--- src/design/nand_seq_regs.svh ---
// Register offsets, field positions, flash command bytes and timing counts for the NAND sequencer.
`ifndef NAND_SEQ_REGS_SVH
`define NAND_SEQ_REGS_SVH

`define REG_CMD_OFS      6'h00
`define REG_COL_OFS      6'h04
`define REG_ROW_OFS      6'h08
`define REG_ROW2_OFS     6'h0c
`define REG_DATA_OFS     6'h10
`define REG_STAT_OFS     6'h14
`define REG_CTRL_OFS     6'h18

`define CTRL_WP_N_BIT    0
`define CTRL_RST_VAL     1'h0
`define STAT_RUN_BIT     0
`define STAT_RB_BIT      1
`define STAT_ERR_BIT     2
`define STAT_CACHE_BIT   3
`define STAT_PROG_BIT    4
`define STAT_MOPEN_BIT   5
`define STAT_MSEC_BIT    6
`define STAT_FAIL_BIT    7

`define FL_READ_SETUP    8'h00
`define FL_READ_GO       8'h30
`define FL_CACHE_NEXT    8'h31
`define FL_CACHE_LAST    8'h3f
`define FL_MREAD_SETUP   8'h60
`define FL_PROG_LOAD     8'h80
`define FL_PROG_COL      8'h85
`define FL_PROG_GO       8'h10
`define FL_MPROG_FIRST   8'h11
`define FL_MPROG_SECOND  8'h81
`define FL_STATUS        8'h70
`define FL_RESET         8'hff

`define CLK_PERIOD_NS    10
`define T_STROBE_LOW_NS  15
`define T_STROBE_HIGH_NS 10
`define T_BUSY_RISE_NS   100
`define STROBE_LOW_CYC   ((`T_STROBE_LOW_NS + `CLK_PERIOD_NS - 1) / `CLK_PERIOD_NS)
`define STROBE_HIGH_CYC  ((`T_STROBE_HIGH_NS + `CLK_PERIOD_NS - 1) / `CLK_PERIOD_NS)
`define BUSY_RISE_CYC    ((`T_BUSY_RISE_NS + `CLK_PERIOD_NS - 1) / `CLK_PERIOD_NS)

`endif

--- src/design/nand_seq_pkg.sv ---
// Types shared by the NAND sequencer and its byte-cycle engine.
package nand_seq_pkg;
  typedef enum logic [3:0] {
    OP_READ, OP_READ_QUICK, OP_CACHE_NEXT, OP_CACHE_LAST, OP_MULTI_READ,
    OP_PROG_LOAD, OP_COL_CHANGE, OP_PROG_CONFIRM, OP_MULTI_FIRST, OP_MULTI_SECOND,
    OP_STATUS, OP_RESET, OP_DATA_WR, OP_DATA_RD
  } op_t;
  typedef enum logic [1:0] {K_CMD, K_ADDR, K_DWR, K_DRD} kind_t;
endpackage

--- src/design/nand_byte_cycle.sv ---
// One strobed byte cycle on the flash pins: command, address, data write or data read.
`timescale 1ns/100ps
module nand_byte_cycle
  import nand_seq_pkg::*;
#(
  parameter int LOW_CYC  = 2,
  parameter int HIGH_CYC = 1
) (
  // Clock and reset
  input  wire logic         clk_i,
  input  wire logic         rst_i,
  // Request
  input  wire logic         start_i,
  input  nand_seq_pkg::kind_t kind_i,
  input  wire logic [7:0]   byte_i,
  output logic              done_o,
  output logic [7:0]        rdata_o,
  // Flash pins
  input  wire logic [7:0]   io_i,
  output logic [7:0]        io_o,
  output logic              io_oe_o,
  output logic              cle_o,
  output logic              ale_o,
  output logic              we_n_o,
  output logic              read_strobe_n_o
);
  typedef enum logic [1:0] {E_IDLE, E_SETUP, E_LOW, E_HIGH} est_t;
  est_t       st_q;
  logic [7:0] cnt_q;
  logic       rd_q;

  always_ff @(posedge clk_i) begin
    if (rst_i) begin
      st_q            <= E_IDLE;
      cnt_q           <= 8'h00;
      rd_q            <= 1'b0;
      done_o          <= 1'b0;
      rdata_o         <= 8'h00;
      io_o            <= 8'h00;
      io_oe_o         <= 1'b0;
      cle_o           <= 1'b0;
      ale_o           <= 1'b0;
      we_n_o          <= 1'b1;
      read_strobe_n_o <= 1'b1;
    end else begin
      done_o <= 1'b0;
      case (st_q)
        E_IDLE: begin
          if (start_i) begin
            cle_o   <= (kind_i == K_CMD);
            ale_o   <= (kind_i == K_ADDR);
            io_o    <= byte_i;
            io_oe_o <= (kind_i != K_DRD);
            rd_q    <= (kind_i == K_DRD);
            st_q    <= E_SETUP;
          end
        end
        E_SETUP: begin
          // Latch selects and data settle one cycle before the strobe falls.
          we_n_o          <= rd_q;
          read_strobe_n_o <= !rd_q;
          cnt_q           <= 8'h00;
          st_q            <= E_LOW;
        end
        E_LOW: begin
          if (cnt_q == 8'(LOW_CYC - 1)) begin
            // Read data is taken just before the strobe rises, when it is surely valid.
            if (rd_q) rdata_o <= io_i;
            we_n_o          <= 1'b1;
            read_strobe_n_o <= 1'b1;
            cnt_q           <= 8'h00;
            st_q            <= E_HIGH;
          end else begin
            cnt_q <= cnt_q + 8'h01;
          end
        end
        E_HIGH: begin
          if (cnt_q == 8'(HIGH_CYC - 1)) begin
            cle_o   <= 1'b0;
            ale_o   <= 1'b0;
            io_oe_o <= 1'b0;
            done_o  <= 1'b1;
            st_q    <= E_IDLE;
          end else begin
            cnt_q <= cnt_q + 8'h01;
          end
        end
        default: st_q <= E_IDLE;
      endcase
    end
  end

  logic [7:0] we_len_q;
  always_ff @(posedge clk_i) begin
    if (rst_i) we_len_q <= 8'h00;
    else if (!we_n_o) we_len_q <= we_len_q + 8'h01;
    else we_len_q <= 8'h00;
  end

  a_we_low_width: assert property (@(posedge clk_i) disable iff (rst_i)
    $rose(we_n_o) |-> we_len_q == 8'(LOW_CYC)) else $error("write strobe low time wrong");
  a_latch_exclusive: assert property (@(posedge clk_i) disable iff (rst_i)
    !(cle_o && ale_o)) else $error("command and address latch both high");
  a_drive_on_write: assert property (@(posedge clk_i) disable iff (rst_i)
    !we_n_o |-> io_oe_o && read_strobe_n_o) else $error("bus not driven during write strobe");
  a_read_released: assert property (@(posedge clk_i) disable iff (rst_i)
    !read_strobe_n_o |-> !io_oe_o && we_n_o) else $error("bus driven during read strobe");
endmodule

--- src/design/nand_seq_host.sv ---
// Wishbone-controlled host sequencer that drives a NAND flash through its pins.
//
// Chosen here: the Wishbone interface to the registers and the address map.
`timescale 1ns/100ps
`include "nand_seq_regs.svh"
module nand_seq_host (
  // Clock and reset
  input  wire logic        clk_i,
  input  wire logic        rst_i,
  // Wishbone slave
  input  wire logic        wb_cyc_i,
  input  wire logic        wb_stb_i,
  input  wire logic        wb_we_i,
  input  wire logic [5:0]  wb_adr_i,
  input  wire logic [3:0]  wb_sel_i,
  input  wire logic [31:0] wb_dat_i,
  output logic [31:0]      wb_dat_o,
  output logic             wb_ack_o,
  // Flash pins
  input  wire logic [7:0]  io_i,
  output logic [7:0]       io_o,
  output logic             io_oe_o,
  output logic             cle_o,
  output logic             ale_o,
  output logic             ce_n_o,
  output logic             we_n_o,
  output logic             read_strobe_n_o,
  output logic             wp_n_o,
  input  wire logic        ready_busy_n_i
);
  import nand_seq_pkg::*;

  typedef enum logic [2:0] {ST_IDLE, ST_ISSUE, ST_CYCLE, ST_WB, ST_READY} st_t;

  st_t         st_q;
  op_t         op_q;
  op_t         op_w;
  logic [3:0]  step_q;
  logic [7:0]  wait_q;
  logic [12:0] col_q;
  logic [16:0] row_q;
  logic [16:0] row2_q;
  logic [7:0]  wdata_q;
  logic [7:0]  rdata_q;
  logic        wp_ctrl_q;
  logic        err_q;
  logic        fresh_q;
  logic        cache_ok_q;
  logic        prog_open_q;
  logic        mopen_q;
  logic        msec_q;
  logic        fail_q;
  logic        wb_req;
  logic        cmd_wr;
  logic        legal;
  logic        cmd_go;
  logic        eng_start;
  logic        eng_done;
  logic [7:0]  eng_rdata;
  kind_t       c_kind;
  logic [7:0]  c_byte;
  logic        c_last;
  logic        c_wait;

  assign wb_req    = wb_cyc_i && wb_stb_i && !wb_ack_o;
  assign cmd_wr    = wb_req && wb_we_i && wb_sel_i[0] && (wb_adr_i == `REG_CMD_OFS);
  assign op_w      = op_t'(wb_dat_i[3:0]);
  assign cmd_go    = cmd_wr && legal;
  assign eng_start = (st_q == ST_ISSUE);

  // Address byte n of the five-byte address: column low, column high, then three row bytes.
  function automatic logic [7:0] addr_byte(input logic [2:0] n, input logic [12:0] col, input logic [16:0] row);
    case (n)
      3'h0:    addr_byte = col[7:0];
      3'h1:    addr_byte = {3'h0, col[12:8]};
      3'h2:    addr_byte = row[7:0];
      3'h3:    addr_byte = row[15:8];
      default: addr_byte = {7'h00, row[16]};
    endcase
  endfunction

  // Which operations may be started in the present state.
  always_comb begin
    legal = (st_q == ST_IDLE) && (wb_dat_i[3:0] <= 4'hd);
    if (!ready_busy_n_i && op_w != OP_STATUS && op_w != OP_RESET) legal = 1'b0;
    if (mopen_q && op_w != OP_STATUS && op_w != OP_RESET && op_w != OP_MULTI_SECOND) legal = 1'b0;
    if (msec_q && op_w != OP_DATA_WR && op_w != OP_COL_CHANGE && op_w != OP_PROG_CONFIRM &&
        op_w != OP_STATUS && op_w != OP_RESET) legal = 1'b0;
    case (op_w)
      OP_READ_QUICK:   if (!fresh_q) legal = 1'b0;
      OP_CACHE_NEXT,
      OP_CACHE_LAST:   if (!cache_ok_q) legal = 1'b0;
      OP_MULTI_READ:   if (row_q[5:0] != row2_q[5:0] || row_q[6] == row2_q[6]) legal = 1'b0;
      OP_PROG_CONFIRM,
      OP_MULTI_FIRST,
      OP_COL_CHANGE:   if (!prog_open_q) legal = 1'b0;
      OP_MULTI_SECOND: if (!mopen_q) legal = 1'b0;
      default:         legal = legal;
    endcase
  end

  // Pin cycle for the present step of the running operation.
  always_comb begin
    c_kind = K_CMD;
    c_byte = 8'h00;
    c_last = 1'b1;
    c_wait = 1'b0;
    case (op_q)
      OP_READ: begin
        c_kind = (step_q == 4'h0 || step_q == 4'h6) ? K_CMD : K_ADDR;
        c_byte = (step_q == 4'h0) ? `FL_READ_SETUP : (step_q == 4'h6) ? `FL_READ_GO
               : addr_byte(3'(step_q - 4'h1), col_q, row_q);
        c_last = (step_q == 4'h6);
        c_wait = 1'b1;
      end
      OP_READ_QUICK: begin
        c_kind = (step_q == 4'h5) ? K_CMD : K_ADDR;
        c_byte = (step_q == 4'h5) ? `FL_READ_GO : addr_byte(step_q[2:0], col_q, row_q);
        c_last = (step_q == 4'h5);
        c_wait = 1'b1;
      end
      OP_CACHE_NEXT: begin c_byte = `FL_CACHE_NEXT; c_wait = 1'b1; end
      OP_CACHE_LAST: begin c_byte = `FL_CACHE_LAST; c_wait = 1'b1; end
      OP_MULTI_READ: begin
        c_kind = (step_q == 4'h0 || step_q == 4'h4 || step_q == 4'h8) ? K_CMD : K_ADDR;
        c_byte = (step_q == 4'h8) ? `FL_READ_GO
               : (step_q == 4'h0 || step_q == 4'h4) ? `FL_MREAD_SETUP
               : addr_byte(3'(step_q[1:0] + 2'h1), col_q, (step_q < 4'h4) ? row_q : row2_q);
        c_last = (step_q == 4'h8);
        c_wait = 1'b1;
      end
      OP_PROG_LOAD, OP_MULTI_SECOND: begin
        c_kind = (step_q == 4'h0) ? K_CMD : K_ADDR;
        c_byte = (step_q != 4'h0) ? addr_byte(3'(step_q - 4'h1), col_q, row_q)
               : (op_q == OP_PROG_LOAD) ? `FL_PROG_LOAD : `FL_MPROG_SECOND;
        c_last = (step_q == 4'h5);
      end
      OP_COL_CHANGE: begin
        c_kind = (step_q == 4'h0) ? K_CMD : K_ADDR;
        c_byte = (step_q == 4'h0) ? `FL_PROG_COL : addr_byte(3'(step_q - 4'h1), col_q, row_q);
        c_last = (step_q == 4'h2);
      end
      OP_PROG_CONFIRM: begin c_byte = `FL_PROG_GO; c_wait = 1'b1; end
      OP_MULTI_FIRST:  begin c_byte = `FL_MPROG_FIRST; c_wait = 1'b1; end
      OP_STATUS: begin
        c_kind = (step_q == 4'h0) ? K_CMD : K_DRD;
        c_byte = `FL_STATUS;
        c_last = (step_q == 4'h1);
      end
      OP_RESET:   begin c_byte = `FL_RESET; c_wait = 1'b1; end
      OP_DATA_WR: begin c_kind = K_DWR; c_byte = wdata_q; end
      OP_DATA_RD: c_kind = K_DRD;
      default:    c_last = 1'b1;
    endcase
  end

  // Sequencing of one operation, with the wait for the device's busy phase.
  always_ff @(posedge clk_i) begin
    if (rst_i) begin
      st_q   <= ST_IDLE;
      op_q   <= OP_READ;
      step_q <= 4'h0;
      wait_q <= 8'h00;
    end else begin
      case (st_q)
        ST_IDLE: if (cmd_go) begin
          op_q   <= op_w;
          step_q <= 4'h0;
          st_q   <= ST_ISSUE;
        end
        ST_ISSUE: st_q <= ST_CYCLE;
        ST_CYCLE: if (eng_done) begin
          step_q <= step_q + 4'h1;
          wait_q <= 8'h00;
          st_q   <= !c_last ? ST_ISSUE : c_wait ? ST_WB : ST_IDLE;
        end
        // Busy shows only some time after the strobe, so the pin is not trusted at once.
        ST_WB: if (wait_q == 8'(`BUSY_RISE_CYC - 1)) st_q <= ST_READY; else wait_q <= wait_q + 8'h01;
        ST_READY: if (ready_busy_n_i) st_q <= ST_IDLE;
        default: st_q <= ST_IDLE;
      endcase
    end
  end

  // Protocol bookkeeping that gates later operations.
  always_ff @(posedge clk_i) begin
    if (rst_i) begin
      fresh_q     <= 1'b1;
      cache_ok_q  <= 1'b0;
      prog_open_q <= 1'b0;
      mopen_q     <= 1'b0;
      msec_q      <= 1'b0;
    end else if (cmd_go && op_w != OP_STATUS && op_w != OP_DATA_RD && op_w != OP_DATA_WR) begin
      fresh_q     <= 1'b0;
      cache_ok_q  <= (op_w == OP_READ || op_w == OP_READ_QUICK || op_w == OP_MULTI_READ ||
                      op_w == OP_CACHE_NEXT);
      prog_open_q <= (op_w == OP_PROG_LOAD || op_w == OP_MULTI_SECOND || op_w == OP_COL_CHANGE);
      mopen_q     <= (op_w == OP_MULTI_FIRST);
      msec_q      <= (op_w == OP_MULTI_SECOND) || (msec_q && op_w == OP_COL_CHANGE);
    end
  end

  // Register writes and the refusal flag.
  always_ff @(posedge clk_i) begin
    if (rst_i) begin
      col_q     <= 13'h0000;
      row_q     <= 17'h00000;
      row2_q    <= 17'h00000;
      wdata_q   <= 8'h00;
      wp_ctrl_q <= `CTRL_RST_VAL;
      err_q     <= 1'b0;
    end else begin
      if (cmd_wr && !legal) err_q <= 1'b1;
      else if (wb_req && wb_we_i && wb_adr_i == `REG_STAT_OFS && wb_dat_i[`STAT_ERR_BIT]) err_q <= 1'b0;
      if (wb_req && wb_we_i) begin
        case (wb_adr_i)
          `REG_COL_OFS:  col_q  <= wb_dat_i[12:0];
          `REG_ROW_OFS:  row_q  <= wb_dat_i[16:0];
          `REG_ROW2_OFS: row2_q <= wb_dat_i[16:0];
          `REG_DATA_OFS: if (wb_sel_i[0]) wdata_q <= wb_dat_i[7:0];
          `REG_CTRL_OFS: if (wb_sel_i[0]) wp_ctrl_q <= wb_dat_i[`CTRL_WP_N_BIT];
          default:       wdata_q <= wdata_q;
        endcase
      end
    end
  end

  // Captured read data and the pass/fail bit of the last status byte.
  always_ff @(posedge clk_i) begin
    if (rst_i) begin
      rdata_q     <= 8'h00;
      fail_q      <= 1'b0;
    end else begin
      if (eng_done && (op_q == OP_DATA_RD || op_q == OP_STATUS) && c_kind == K_DRD) begin
        rdata_q <= eng_rdata;
        if (op_q == OP_STATUS) fail_q <= eng_rdata[0];
      end
    end
  end

  // Pin levels held by this block, and the bus answer.
  always_ff @(posedge clk_i) begin
    if (rst_i) begin
      ce_n_o   <= 1'b1;
      wp_n_o   <= 1'b0;
      wb_ack_o <= 1'b0;
      wb_dat_o <= 32'h0000_0000;
    end else begin
      ce_n_o   <= (st_q == ST_IDLE) && !cmd_go;
      wp_n_o   <= wp_ctrl_q || (op_q == OP_MULTI_READ && st_q != ST_IDLE) || (cmd_go && op_w == OP_MULTI_READ);
      wb_ack_o <= wb_req;
      wb_dat_o <= 32'h0000_0000;
      case (wb_adr_i)
        `REG_COL_OFS:  wb_dat_o <= {19'h00000, col_q};
        `REG_ROW_OFS:  wb_dat_o <= {15'h0000, row_q};
        `REG_ROW2_OFS: wb_dat_o <= {15'h0000, row2_q};
        `REG_DATA_OFS: wb_dat_o <= {24'h000000, rdata_q};
        `REG_CTRL_OFS: wb_dat_o <= {31'h00000000, wp_ctrl_q};
        `REG_STAT_OFS: wb_dat_o <= {24'h000000, fail_q, msec_q, mopen_q, prog_open_q, cache_ok_q,
                                    err_q, ready_busy_n_i, st_q != ST_IDLE};
        default:       wb_dat_o <= 32'h0000_0000;
      endcase
    end
  end

  nand_byte_cycle #(
    .LOW_CYC  (`STROBE_LOW_CYC),
    .HIGH_CYC (`STROBE_HIGH_CYC)
  ) u_cycle (
    .clk_i           (clk_i),
    .rst_i           (rst_i),
    .start_i         (eng_start),
    .kind_i          (c_kind),
    .byte_i          (c_byte),
    .done_o          (eng_done),
    .rdata_o         (eng_rdata),
    .io_i            (io_i),
    .io_o            (io_o),
    .io_oe_o         (io_oe_o),
    .cle_o           (cle_o),
    .ale_o           (ale_o),
    .we_n_o          (we_n_o),
    .read_strobe_n_o (read_strobe_n_o)
  );

  a_ack_single: assert property (@(posedge clk_i) disable iff (rst_i)
    wb_ack_o |=> !wb_ack_o) else $error("ack held for more than one cycle");
  a_busy_refused: assert property (@(posedge clk_i) disable iff (rst_i)
    (cmd_go && !ready_busy_n_i) |-> (op_w == OP_STATUS || op_w == OP_RESET)) else $error("command sent while busy");
  a_mprog_gate: assert property (@(posedge clk_i) disable iff (rst_i)
    (cmd_go && mopen_q) |-> (op_w inside {OP_STATUS, OP_RESET, OP_MULTI_SECOND})) else $error("illegal op after 11h");
  a_mread_pages: assert property (@(posedge clk_i) disable iff (rst_i)
    (cmd_go && op_w == OP_MULTI_READ) |-> (row_q[5:0] == row2_q[5:0] && row_q[6] != row2_q[6]))
    else $error("multi read district pages mismatch");
  a_wp_mread: assert property (@(posedge clk_i) disable iff (rst_i)
    (op_q == OP_MULTI_READ && st_q == ST_CYCLE) |-> wp_n_o) else $error("write protect low in multi read");
  a_ready_wait: assert property (@(posedge clk_i) disable iff (rst_i)
    (st_q == ST_READY && !ready_busy_n_i) |=> st_q == ST_READY) else $error("left busy wait early");
  a_ce_active: assert property (@(posedge clk_i) disable iff (rst_i)
    (st_q == ST_CYCLE) |-> !ce_n_o) else $error("chip enable high during a pin cycle");
  a_quick_fresh: assert property (@(posedge clk_i) disable iff (rst_i)
    (cmd_go && op_w == OP_READ_QUICK) |-> fresh_q) else $error("short read after first command");
  a_cache_block: assert property (@(posedge clk_i) disable iff (rst_i)
    (cmd_go && op_w inside {OP_CACHE_NEXT, OP_CACHE_LAST}) |-> cache_ok_q) else $error("cache read without start");

  c_read_done: cover property (@(posedge clk_i) op_q == OP_READ && st_q == ST_READY ##1 st_q == ST_IDLE);
  c_mprog_second: cover property (@(posedge clk_i) cmd_go && op_w == OP_MULTI_SECOND);
  c_status_busy: cover property (@(posedge clk_i) cmd_go && op_w == OP_STATUS && !ready_busy_n_i);
endmodule

--- config.mk ---
export PLATFORM = sky130hd
export DESIGN_NAME = nand_seq_host
export DESIGN_NICKNAME = d
export VERILOG_FILES = /design/src/design/nand_seq_pkg.sv /design/src/design/nand_byte_cycle.sv /design/src/design/nand_seq_host.sv
export VERILOG_INCLUDE_DIRS = /design/src /design/src/design
export SDC_FILE = /design/constraint.sdc
export NUM_CORES = 1
export LEC_CHECK = 0
export ABC_AREA = 1
export BUFFER_PORTS_ARGS = -buffer_cell sky130_fd_sc_hd__buf_2
export CORE_UTILIZATION = 60
export CTS_CLUSTER_SIZE = 8
export DETAILED_ROUTE_END_ITERATION = 7
export HOLD_SLACK_MARGIN = 0.15
export MAX_ROUTING_LAYER = met4
export PLACE_DENSITY = 0.93
export SYNTH_ARGS = -nofsm -noshare
export SYNTH_HDL_FRONTEND = slang
export SYNTH_SLANG_ARGS = --single-unit
--- constraint.sdc ---
create_clock -name clk_i -period 3.41 [get_ports clk_i]
set_clock_uncertainty 0.15 [all_clocks]
set_input_delay 0.682 -clock clk_i [delete_from_list [all_inputs] [get_ports clk_i]]
set_output_delay 0.682 -clock clk_i [all_outputs]
set_load 0.05 [all_outputs]
# After elaboration in Yosys (flattened, before gate mapping)
# Index checks and enable logic that the tools add are counted.
[totals]
reg_bits = 158
output_inout_bits = 48
[op_classes]
add_sub_neg = 5
mux = 64
bitwise = 1
reduce_logical = 89
order_cmp = 2
n_eq_ne = 73
[ops]
columns = ["operator", "n"]
rows = [
  ["one-hot mux 17 bit (6 select lines)", 1],
  ["one-hot mux 8 bit (12 select lines)", 1],
  ["one-hot mux 8 bit (4 select lines)", 3],
  ["two-way mux 8 bit", 11],
  ["== test 4 x 3 -> 1 bit, second input constant", 11],
  ["== test 4 bit, second input constant", 9],
  ["logical AND 1 bit", 29],
  ["== test 3 x 2 -> 1 bit, second input constant", 8],
  ["one-hot mux 8 bit (3 select lines)", 1],
  ["two-way mux 1 bit", 22],
  ["AND reduction 3 bit", 7],
  ["== test 4 x 2 -> 1 bit, second input constant", 5],
  ["inequality test 4 bit, second input constant", 5],
  ["== test 6 x 5 -> 1 bit, second input constant", 3],
  ["two-way mux 17 bit", 1],
  ["adder 8 x 1 -> 8 bit, second input constant", 2],
  ["one-hot mux 8 bit (2 select lines)", 1],
  ["AND reduction 2 bit", 8],
  ["one-hot mux 3 bit (5 select lines)", 1],
  ["inequality test 2 bit, second input constant", 7],
  ["one-hot mux 2 bit (7 select lines)", 1],
  ["logical OR 1 bit", 13],
  ["== test 3 x 1 -> 1 bit, second input constant", 4],
  ["== test 4 x 1 -> 1 bit, second input constant", 3],
  ["other kinds (37)", 77],
]

# Logic depth before layout (Yosys ltp)
[depth]
ltp_word = 13
ltp_mapped = 15
mapped_depth_nobuf = 15

# By module
# A second synthesis with hierarchy kept.
[unflattened]
cells_unflattened = 1130
area_unflattened_um2 = 7728.7
[modules_own_cells]
columns = ["mod", "area_per_inst_um2", "seq_area_each_um2", "instances", "cells_each"]
rows = [
  ["nand_seq_host", 6095.8, 2202.1, 1, 900],
  ["nand_byte_cycle", 1632.8, 660.6, 1, 230],
]

# Worst setup path before layout
# Ideal clock, no wire load.
[synth_path]
path_type = "register to register"
startpoint = "register step_q[0]"
endpoint = "register rdata_q[4]"
t_arrival_ps = 1965
stages_incl_launch_ff = 16
setup_ps = 115
synth_period_minus_slack_ps = 2230
slack_ps = 1180
required_time_ps = 3145
path_cell_list = "dfxtp_1 inv_1 ha_1 inv_2 nor2_8 inv_4 nand2_2 nor2_1 nor3_2 nand2_1 nand2_2 nor2_4 inv_4 buf_6 o21ai_2 a21oi_2"
[synth_between]
elab_chain_len = 7
word_cells_on_any_way = 16
cone_classes = "eq/ne: 5; mux: 6; reduce/logical: 5"
[synth_lines]
columns = ["element", "line_no", "rtl"]
rows = [
  ["from (decl)", "nand_seq_host.sv:38", "logic [3:0] step_q;"],
  ["from (signal assigned)", "nand_seq_host.sv:173", "step_q <= step_q + 4'h1;"],
  ["== test 4 x 3 -> 1 bit or logical NOT 4 bit (tied branches)", "nand_seq_host.sv:125, nand_seq_host.sv:110, nand_seq_host.sv:133", ""],
  ["logical OR 1 bit (2 in a row)", "nand_seq_host.sv:125", "c_kind = (step_q == 4'h0 || step_q == 4'h4 || step_q == 4'h8) ? K_CMD : K_ADDR;"],
  ["two-way mux 1 bit", "nand_seq_host.sv:125", ""],
  ["one-hot mux 2 bit (7 select lines) *", "nand_seq_host.sv:108", "case (op_q)"],
  ["== test 2 bit *", "nand_seq_host.sv:234", "if (eng_done && (op_q == OP_DATA_RD || op_q == OP_STATUS) && c_kind == K_DRD) begin"],
  ["logical AND 1 bit *", "nand_seq_host.sv:234", ""],
  ["to (signal assigned)", "nand_seq_host.sv:235", "rdata_q <= eng_rdata;"],
  ["to (decl)", "nand_seq_host.sv:44", "logic [7:0] rdata_q;"],
]
# Every way passes the cells marked *; elsewhere a longest branch is shown, timed or not.
# A chain may end at the register's enable or synchronous reset.

# Final worst setup path
[layout_path]
startpoint = "register step_q[0]"
endpoint = "register u_cycle.io_o[3]"
[layout_between]
elab_chain_len = 6
word_cells_on_any_way = 34
cone_classes = "add/sub: 2; order compare: 1; eq/ne: 13; mux: 12; reduce/logical: 6"
[layout_lines]
columns = ["element", "line_no", "rtl"]
rows = [
  ["subtractor 3 x 1 -> 3 bit (tied with other cells)", "nand_seq_host.sv:112, nand_seq_host.sv:134, nand_seq_host.sv:140", ""],
  ["== test 3 x 2 -> 1 bit (tied with other cells)", "nand_seq_host.sv:73", "case (n)"],
  ["one-hot mux 8 bit (4 select lines)", "nand_seq_host.sv:73", ""],
  ["two-way mux 8 bit (on tied branches)", "nand_seq_host.sv:111, nand_seq_host.sv:127", ""],
  ["two-way mux 8 bit (on tied branches)", "nand_seq_host.sv:111, nand_seq_host.sv:126", ""],
  ["one-hot mux 8 bit (12 select lines) *", "nand_seq_host.sv:108", ""],
  ["to (signal assigned)", "nand_byte_cycle.sv:52", "io_o <= byte_i;"],
  ["to (decl)", "nand_byte_cycle.sv:20", "output logic [7:0] io_o,"],
]
# Marked as above.

==> report_table.html <==
<table>
<tr><th>Metric</th><th>Value</th></tr>
<tr><th colspan="2">Synth</th></tr>
<tr><td>Post-Synthesis Mean Instance Area</td><td>6.94 sq um</td></tr>
<tr><td>Cell type contributing the most total cell area after synthesis</td><td>sky130_fd_sc_hd__dfxtp_1</td></tr>
<tr><td>Most frequent cell after synthesis</td><td>sky130_fd_sc_hd__nand2_1</td></tr>
<tr><td>Number of distinct library cells after synthesis</td><td>47</td></tr>
<tr><td>Prevailing post-synth register cell</td><td>sky130_fd_sc_hd__dfxtp_1</td></tr>
<tr><td>Most area-consuming cells after synthesis</td><td>sky130_fd_sc_hd__dfxtp_1 37%, sky130_fd_sc_hd__nand2_1 8.8%, sky130_fd_sc_hd__o21ai_0 8.6%</td></tr>
<tr><td>Portion of the post-synthesis area used by sequential elements</td><td>37.2%</td></tr>
<tr><td>Ranking of synthesized cells by instance count</td><td>180 x sky130_fd_sc_hd__nand2_1, 145 x sky130_fd_sc_hd__inv_1, 143 x sky130_fd_sc_hd__dfxtp_1</td></tr>
<tr><td>Synthesized-area fraction occupied by xor and xnor cells</td><td>less than 1%</td></tr>
<tr><td>Area fraction in compound gates after synthesis</td><td>24.4%</td></tr>
<tr><td>Top-area cell type share of the netlist area</td><td>between 30% and 40%</td></tr>
<tr><td>Mux cell area share after synthesis</td><td>0%</td></tr>
<tr><td>Fraction of the mapped netlist area in simple logic gates</td><td>a little under a quarter</td></tr>
<tr><td>Count of flip-flops with a built-in enable after synthesis</td><td>0</td></tr>
<tr><td>Post-Synthesis Cells</td><td>1108</td></tr>
<tr><td>Area share of fa/ha/maj cells after synthesis</td><td>2.93%</td></tr>
<tr><td>Async set-reset flop share out of synthesis</td><td>0%</td></tr>
<tr><td>Synthesis warning total</td><td>0</td></tr>
<tr><td>Number of register bits inferred by synthesis</td><td>around 140</td></tr>
<tr><td>Mapped Area</td><td>7690 sq um</td></tr>
<tr><td>Dominant combinational cell family by area after synthesis</td><td>compound AO/OA/AOI/OAI gates</td></tr>
<tr><th colspan="2">Floorplan</th></tr>
<tr><td>Initial Utilization</td><td>62.7%</td></tr>
<tr><td>Die X</td><td>115 um</td></tr>
<tr><td>Total die area</td><td>13300 sq um</td></tr>
<tr><td>Die height</td><td>115 um</td></tr>
<tr><td>Area of the placeable core</td><td>12300 sq um</td></tr>
<tr><td>Standard-cell rows</td><td>40</td></tr>
<tr><td>Total I/O pin count</td><td>roughly 100</td></tr>
<tr><th colspan="2">Global routing</th></tr>
<tr><td>Pin count of the biggest net entering global routing</td><td>65</td></tr>
<tr><td>Via count of the first global-routing pass</td><td>7382</td></tr>
<tr><td>Overall routing resource usage</td><td>36.9%</td></tr>
<tr><td>Wire length of the first global-routing pass</td><td>36400 um</td></tr>
<tr><td>Total global routing overflow</td><td>0</td></tr>
<tr><td>Antenna violations before repair</td><td>0</td></tr>
<tr><th colspan="2">Worst setup path</th></tr>
<tr><td>Sort of element at the start of the critical path</td><td>flop</td></tr>
<tr><td>First element of the critical path</td><td>step_q[0]$_SDFFE_PP0P_</td></tr>
<tr><td>Longest individual stage delay on the worst path</td><td>520 ps</td></tr>
<tr><td>Worst EP required</td><td>around 3600 ps</td></tr>
<tr><td>Arrival time of data at the critical path endpoint</td><td>just over 3000 ps</td></tr>
<tr><td>Worst r2r path cells</td><td>13</td></tr>
<tr><td>Critical path, cell by cell</td><td>inv_1, ha_1, inv_2, nor2_8, inv_4, nand2_2, nor3_1, o21ai_0, nand3_1, a21oi_1, nand2_1, nand2_1, a21oi_1</td></tr>
<tr><td>Startpoint of the worst-slack reg-to-reg timing path</td><td>step_q[0]$_SDFFE_PP0P_</td></tr>
<tr><td>CP endpoint kind</td><td>flop</td></tr>
<tr><td>Worst path slowest cell</td><td>sky130_fd_sc_hd__dfxtp_1</td></tr>
<tr><td>Category of the most critical setup path</td><td>flop to flop</td></tr>
<tr><td>Worst Path Max Fanout</td><td>9</td></tr>
<tr><th colspan="2">Finish</th></tr>
<tr><td>Final core occ</td><td>between 70% and 80%</td></tr>
<tr><td>ANT cells</td><td>0</td></tr>
<tr><td>Fraction of layout instances using a drive strength above 1</td><td>approximately 14%</td></tr>
<tr><td>Number of nets in the final layout</td><td>between 1000 and 1500</td></tr>
<tr><td>Post-synthesis to final-layout area growth</td><td>13.3%</td></tr>
<tr><th colspan="2">Placed design</th></tr>
<tr><td>Half-perimeter wire length after detailed placement</td><td>16600 um</td></tr>
<tr><td>Buffers on Ports</td><td>70</td></tr>
<tr><td>Last weighted congestion value of the routability-driven placer</td><td>1.01</td></tr>
<tr><td>Worst Setup Slack post-DPL</td><td>699 ps</td></tr>
<tr><th colspan="2">Clocking</th></tr>
<tr><td>Clock-pin slew reported for the worst setup and hold paths after clock tree synthesis</td><td>70 ps</td></tr>
<tr><td>Number of buffers inserted to repair setup after CTS</td><td>0</td></tr>
<tr><td>Number of gates resized after cts</td><td>0</td></tr>
<tr><td>Clock Latency Late Sink</td><td>430 ps</td></tr>
<tr><td>Max Buffers Root-to-Sink</td><td>2</td></tr>
<tr><td>Maximum level of the CTS H-tree</td><td>4</td></tr>
<tr><td>Sinks on the clock net</td><td>143</td></tr>
<tr><td>Number of buffers created by CTS</td><td>17</td></tr>
<tr><td>Root buffer selected by CTS</td><td>sky130_fd_sc_hd__clkbuf_16</td></tr>
<tr><td>Clock tree from TritonCTS</td><td>yes</td></tr>
<tr><td>Cts-stage hold buffer count</td><td>0</td></tr>
<tr><th colspan="2">Timing</th></tr>
<tr><td>Post-route worst setup slack</td><td>534 ps</td></tr>
<tr><td>Time the worst path needs with I/O delays and setup</td><td>approximately 2900 ps</td></tr>
<tr><td>Number of failing hold endpoints at the final stage</td><td>0</td></tr>
<tr><td>Total count of max-transition violations in the final report</td><td>0</td></tr>
<tr><td>Final sum of negative setup slack</td><td>0 ps</td></tr>
<tr><td>Final worst-path cycle share</td><td>84.3%</td></tr>
<tr><td>Total of endpoints with negative setup slack in the final report</td><td>0</td></tr>
<tr><td>Setup repair after global routing missed its margin</td><td>no</td></tr>
<tr><td>Worst rel slew slack</td><td>55.8%</td></tr>
<tr><td>Slew @ Worst Pin</td><td>661 ps</td></tr>
<tr><td>Top achievable clock speed</td><td>348 MHz</td></tr>
<tr><th colspan="2">Hold path</th></tr>
<tr><td>Cell depth of the worst min-delay path</td><td>1</td></tr>
<tr><td>Kind of path behind the tightest hold check</td><td>flop to flop</td></tr>
<tr><td>Worst hold path startpoint</td><td>u_cycle.cnt_q[6]$_SDFFE_PP0P_</td></tr>
<tr><th colspan="2">Route</th></tr>
<tr><td>Final antenna-violating net count</td><td>0</td></tr>
<tr><td>Routed wire length</td><td>22800 um</td></tr>
<tr><td>Number of vias in the routed layout</td><td>7957</td></tr>
<tr><td>Drt wl/cell</td><td>16.8 um</td></tr>
<tr><td>Number of vias per cell after detailed routing</td><td>5.87</td></tr>
<tr><td>Number of remaining DRC errors</td><td>0</td></tr>
<tr><td>Total iterations of the first detailed-routing run</td><td>6</td></tr>
<tr><td>DRC violation total after the first TritonRoute iteration</td><td>920</td></tr>
<tr><th colspan="2">Status</th></tr>
<tr><td>Status</td><td>completed</td></tr>
<tr><th colspan="2">Pwr</th></tr>
<tr><td>Proportion of power drawn by combinational gates</td><td>10.1%</td></tr>
<tr><td>Internal power</td><td>2.78 mW</td></tr>
<tr><td>Net switching fraction of the power</td><td>just under 30%</td></tr>
<tr><td>Power density over cell area</td><td>about 450 nW/um^2</td></tr>
<tr><td>Switching pwr</td><td>around 1.2 mW</td></tr>
<tr><td>IR Drop Worst-Case VDD</td><td>0.000618 V</td></tr>
<tr><td>Power share of the clock group</td><td>46.6%</td></tr>
<tr><td>Part of the total power dissipated in sequential elements</td><td>a little over two fifths</td></tr>
<tr><td>P_leak</td><td>3.60 nW</td></tr>
<tr><th colspan="2">Run</th></tr>
<tr><td>Number of max-capacitance violations reported</td><td>0</td></tr>
</table>
[registers in the layout, summed over array words and instances (netlist names), 2 cells and up]
register	flops
op_q	4
u_cycle.st_q	2
row2_q	17
st_q	3
wait_q	8
wb_dat_o	17
wdata_q	8
u_cycle.rdata_o	8
row_q	17
step_q	4
u_cycle.cnt_q	8
rdata_q	8
u_cycle.io_o	8
col_q	13
[cell type report]
type	instances	area, sq um
Sequential cell	143	2860
Inverter	162	613
Multi-Input combinational cell	773	4020
Fill cell	1007	3550
Clock inverter	15	164
Timing Repair Buffer	77	415
Clock buffer	17	425
Tap cell	168	210
[worst max-delay path, delay by kind of cell (launching register included)]
family | cells | cell delay [ps]
buf+inv | 3 | 550
compound gates | 3 | 400
simple gates | 6 | 850
fa+ha+maj | 1 | 330
flops | 1 | 520
[power by group through the flow]
stage / combinational (mW) / clock [mW] / sequential, mW
after floorplan: 0.270 / 0 / 1.78
after global placement: 0.372 / 0 / 1.75
after detailed placement: 0.387 / 0 / 1.75
after CTS: 0.393 / 1.84 / 1.71
after global routing: 0.436 / 1.92 / 1.71
final: 0.402 / 1.85 / 1.71
[kinds of logic after synthesis]
group,after synthesis
XOR/XNOR,4
other,1
buffers and inverters,206
AO/OA/AOI/OAI,335
adder cells (fa/ha/maj),18
AND/OR/NAND/NOR,401
flip-flops,143
[cells in the final DEF (no fill, tap or decap), drive strengths merged, types with 3 or more instances in the layout]
| cell type | count |
|---|---|
| o211ai | 10 |
| o22ai | 33 |
| nand4 | 17 |
| a221oi | 7 |
| nor2 | 133 |
| buf | 77 |
| o221ai | 3 |
| clkinv | 7 |
| nor3 | 17 |
| conb | 15 |
| ha | 18 |
| inv | 170 |
| nand2 | 188 |
| dfxtp | 143 |
| a22oi | 5 |
| a21oi | 125 |
| nand3 | 42 |
| clkbuf | 17 |
| a211oi | 5 |
| o21ai | 134 |
| o2111ai | 5 |
[path summary, 6_finish.rpt]
check / endpoint / slack [ps]
max: u_cycle.io_o[3]$_SDFFE_PP0P_ / 530
min: u_cycle.cnt_q[6]$_SDFFE_PP0P_ / 300
max reg2reg: u_cycle.io_o[3]$_SDFFE_PP0P_ / 530
min reg2reg: u_cycle.cnt_q[6]$_SDFFE_PP0P_ / 300
[per-stage QoR]
stage               cells  total power, mW  instance area [sq um]  hold WS, ps
detailed placement   1323             2.14                   8120          292
floorplan            1122             2.05                   7740          272
global placement     1323             2.12                   8120          281
CTS                  1355             3.95                   8710          302
global route         1355             4.07                   8710          328
finish               1355             3.96                   8710          301
[routing by layer]
layer | vias to the layer above | track usage (%) | part of all wire, %
met5 | - | - | 0
met4 | 0 | 17.9 | 4.7
met3 | 101 | 8.28 | 11
met2 | 497 | 57.7 | 45
met1 | 3537 | 44.9 | 40
li1 | 3822 | - | -
Power figures use the tool's default switching activity.
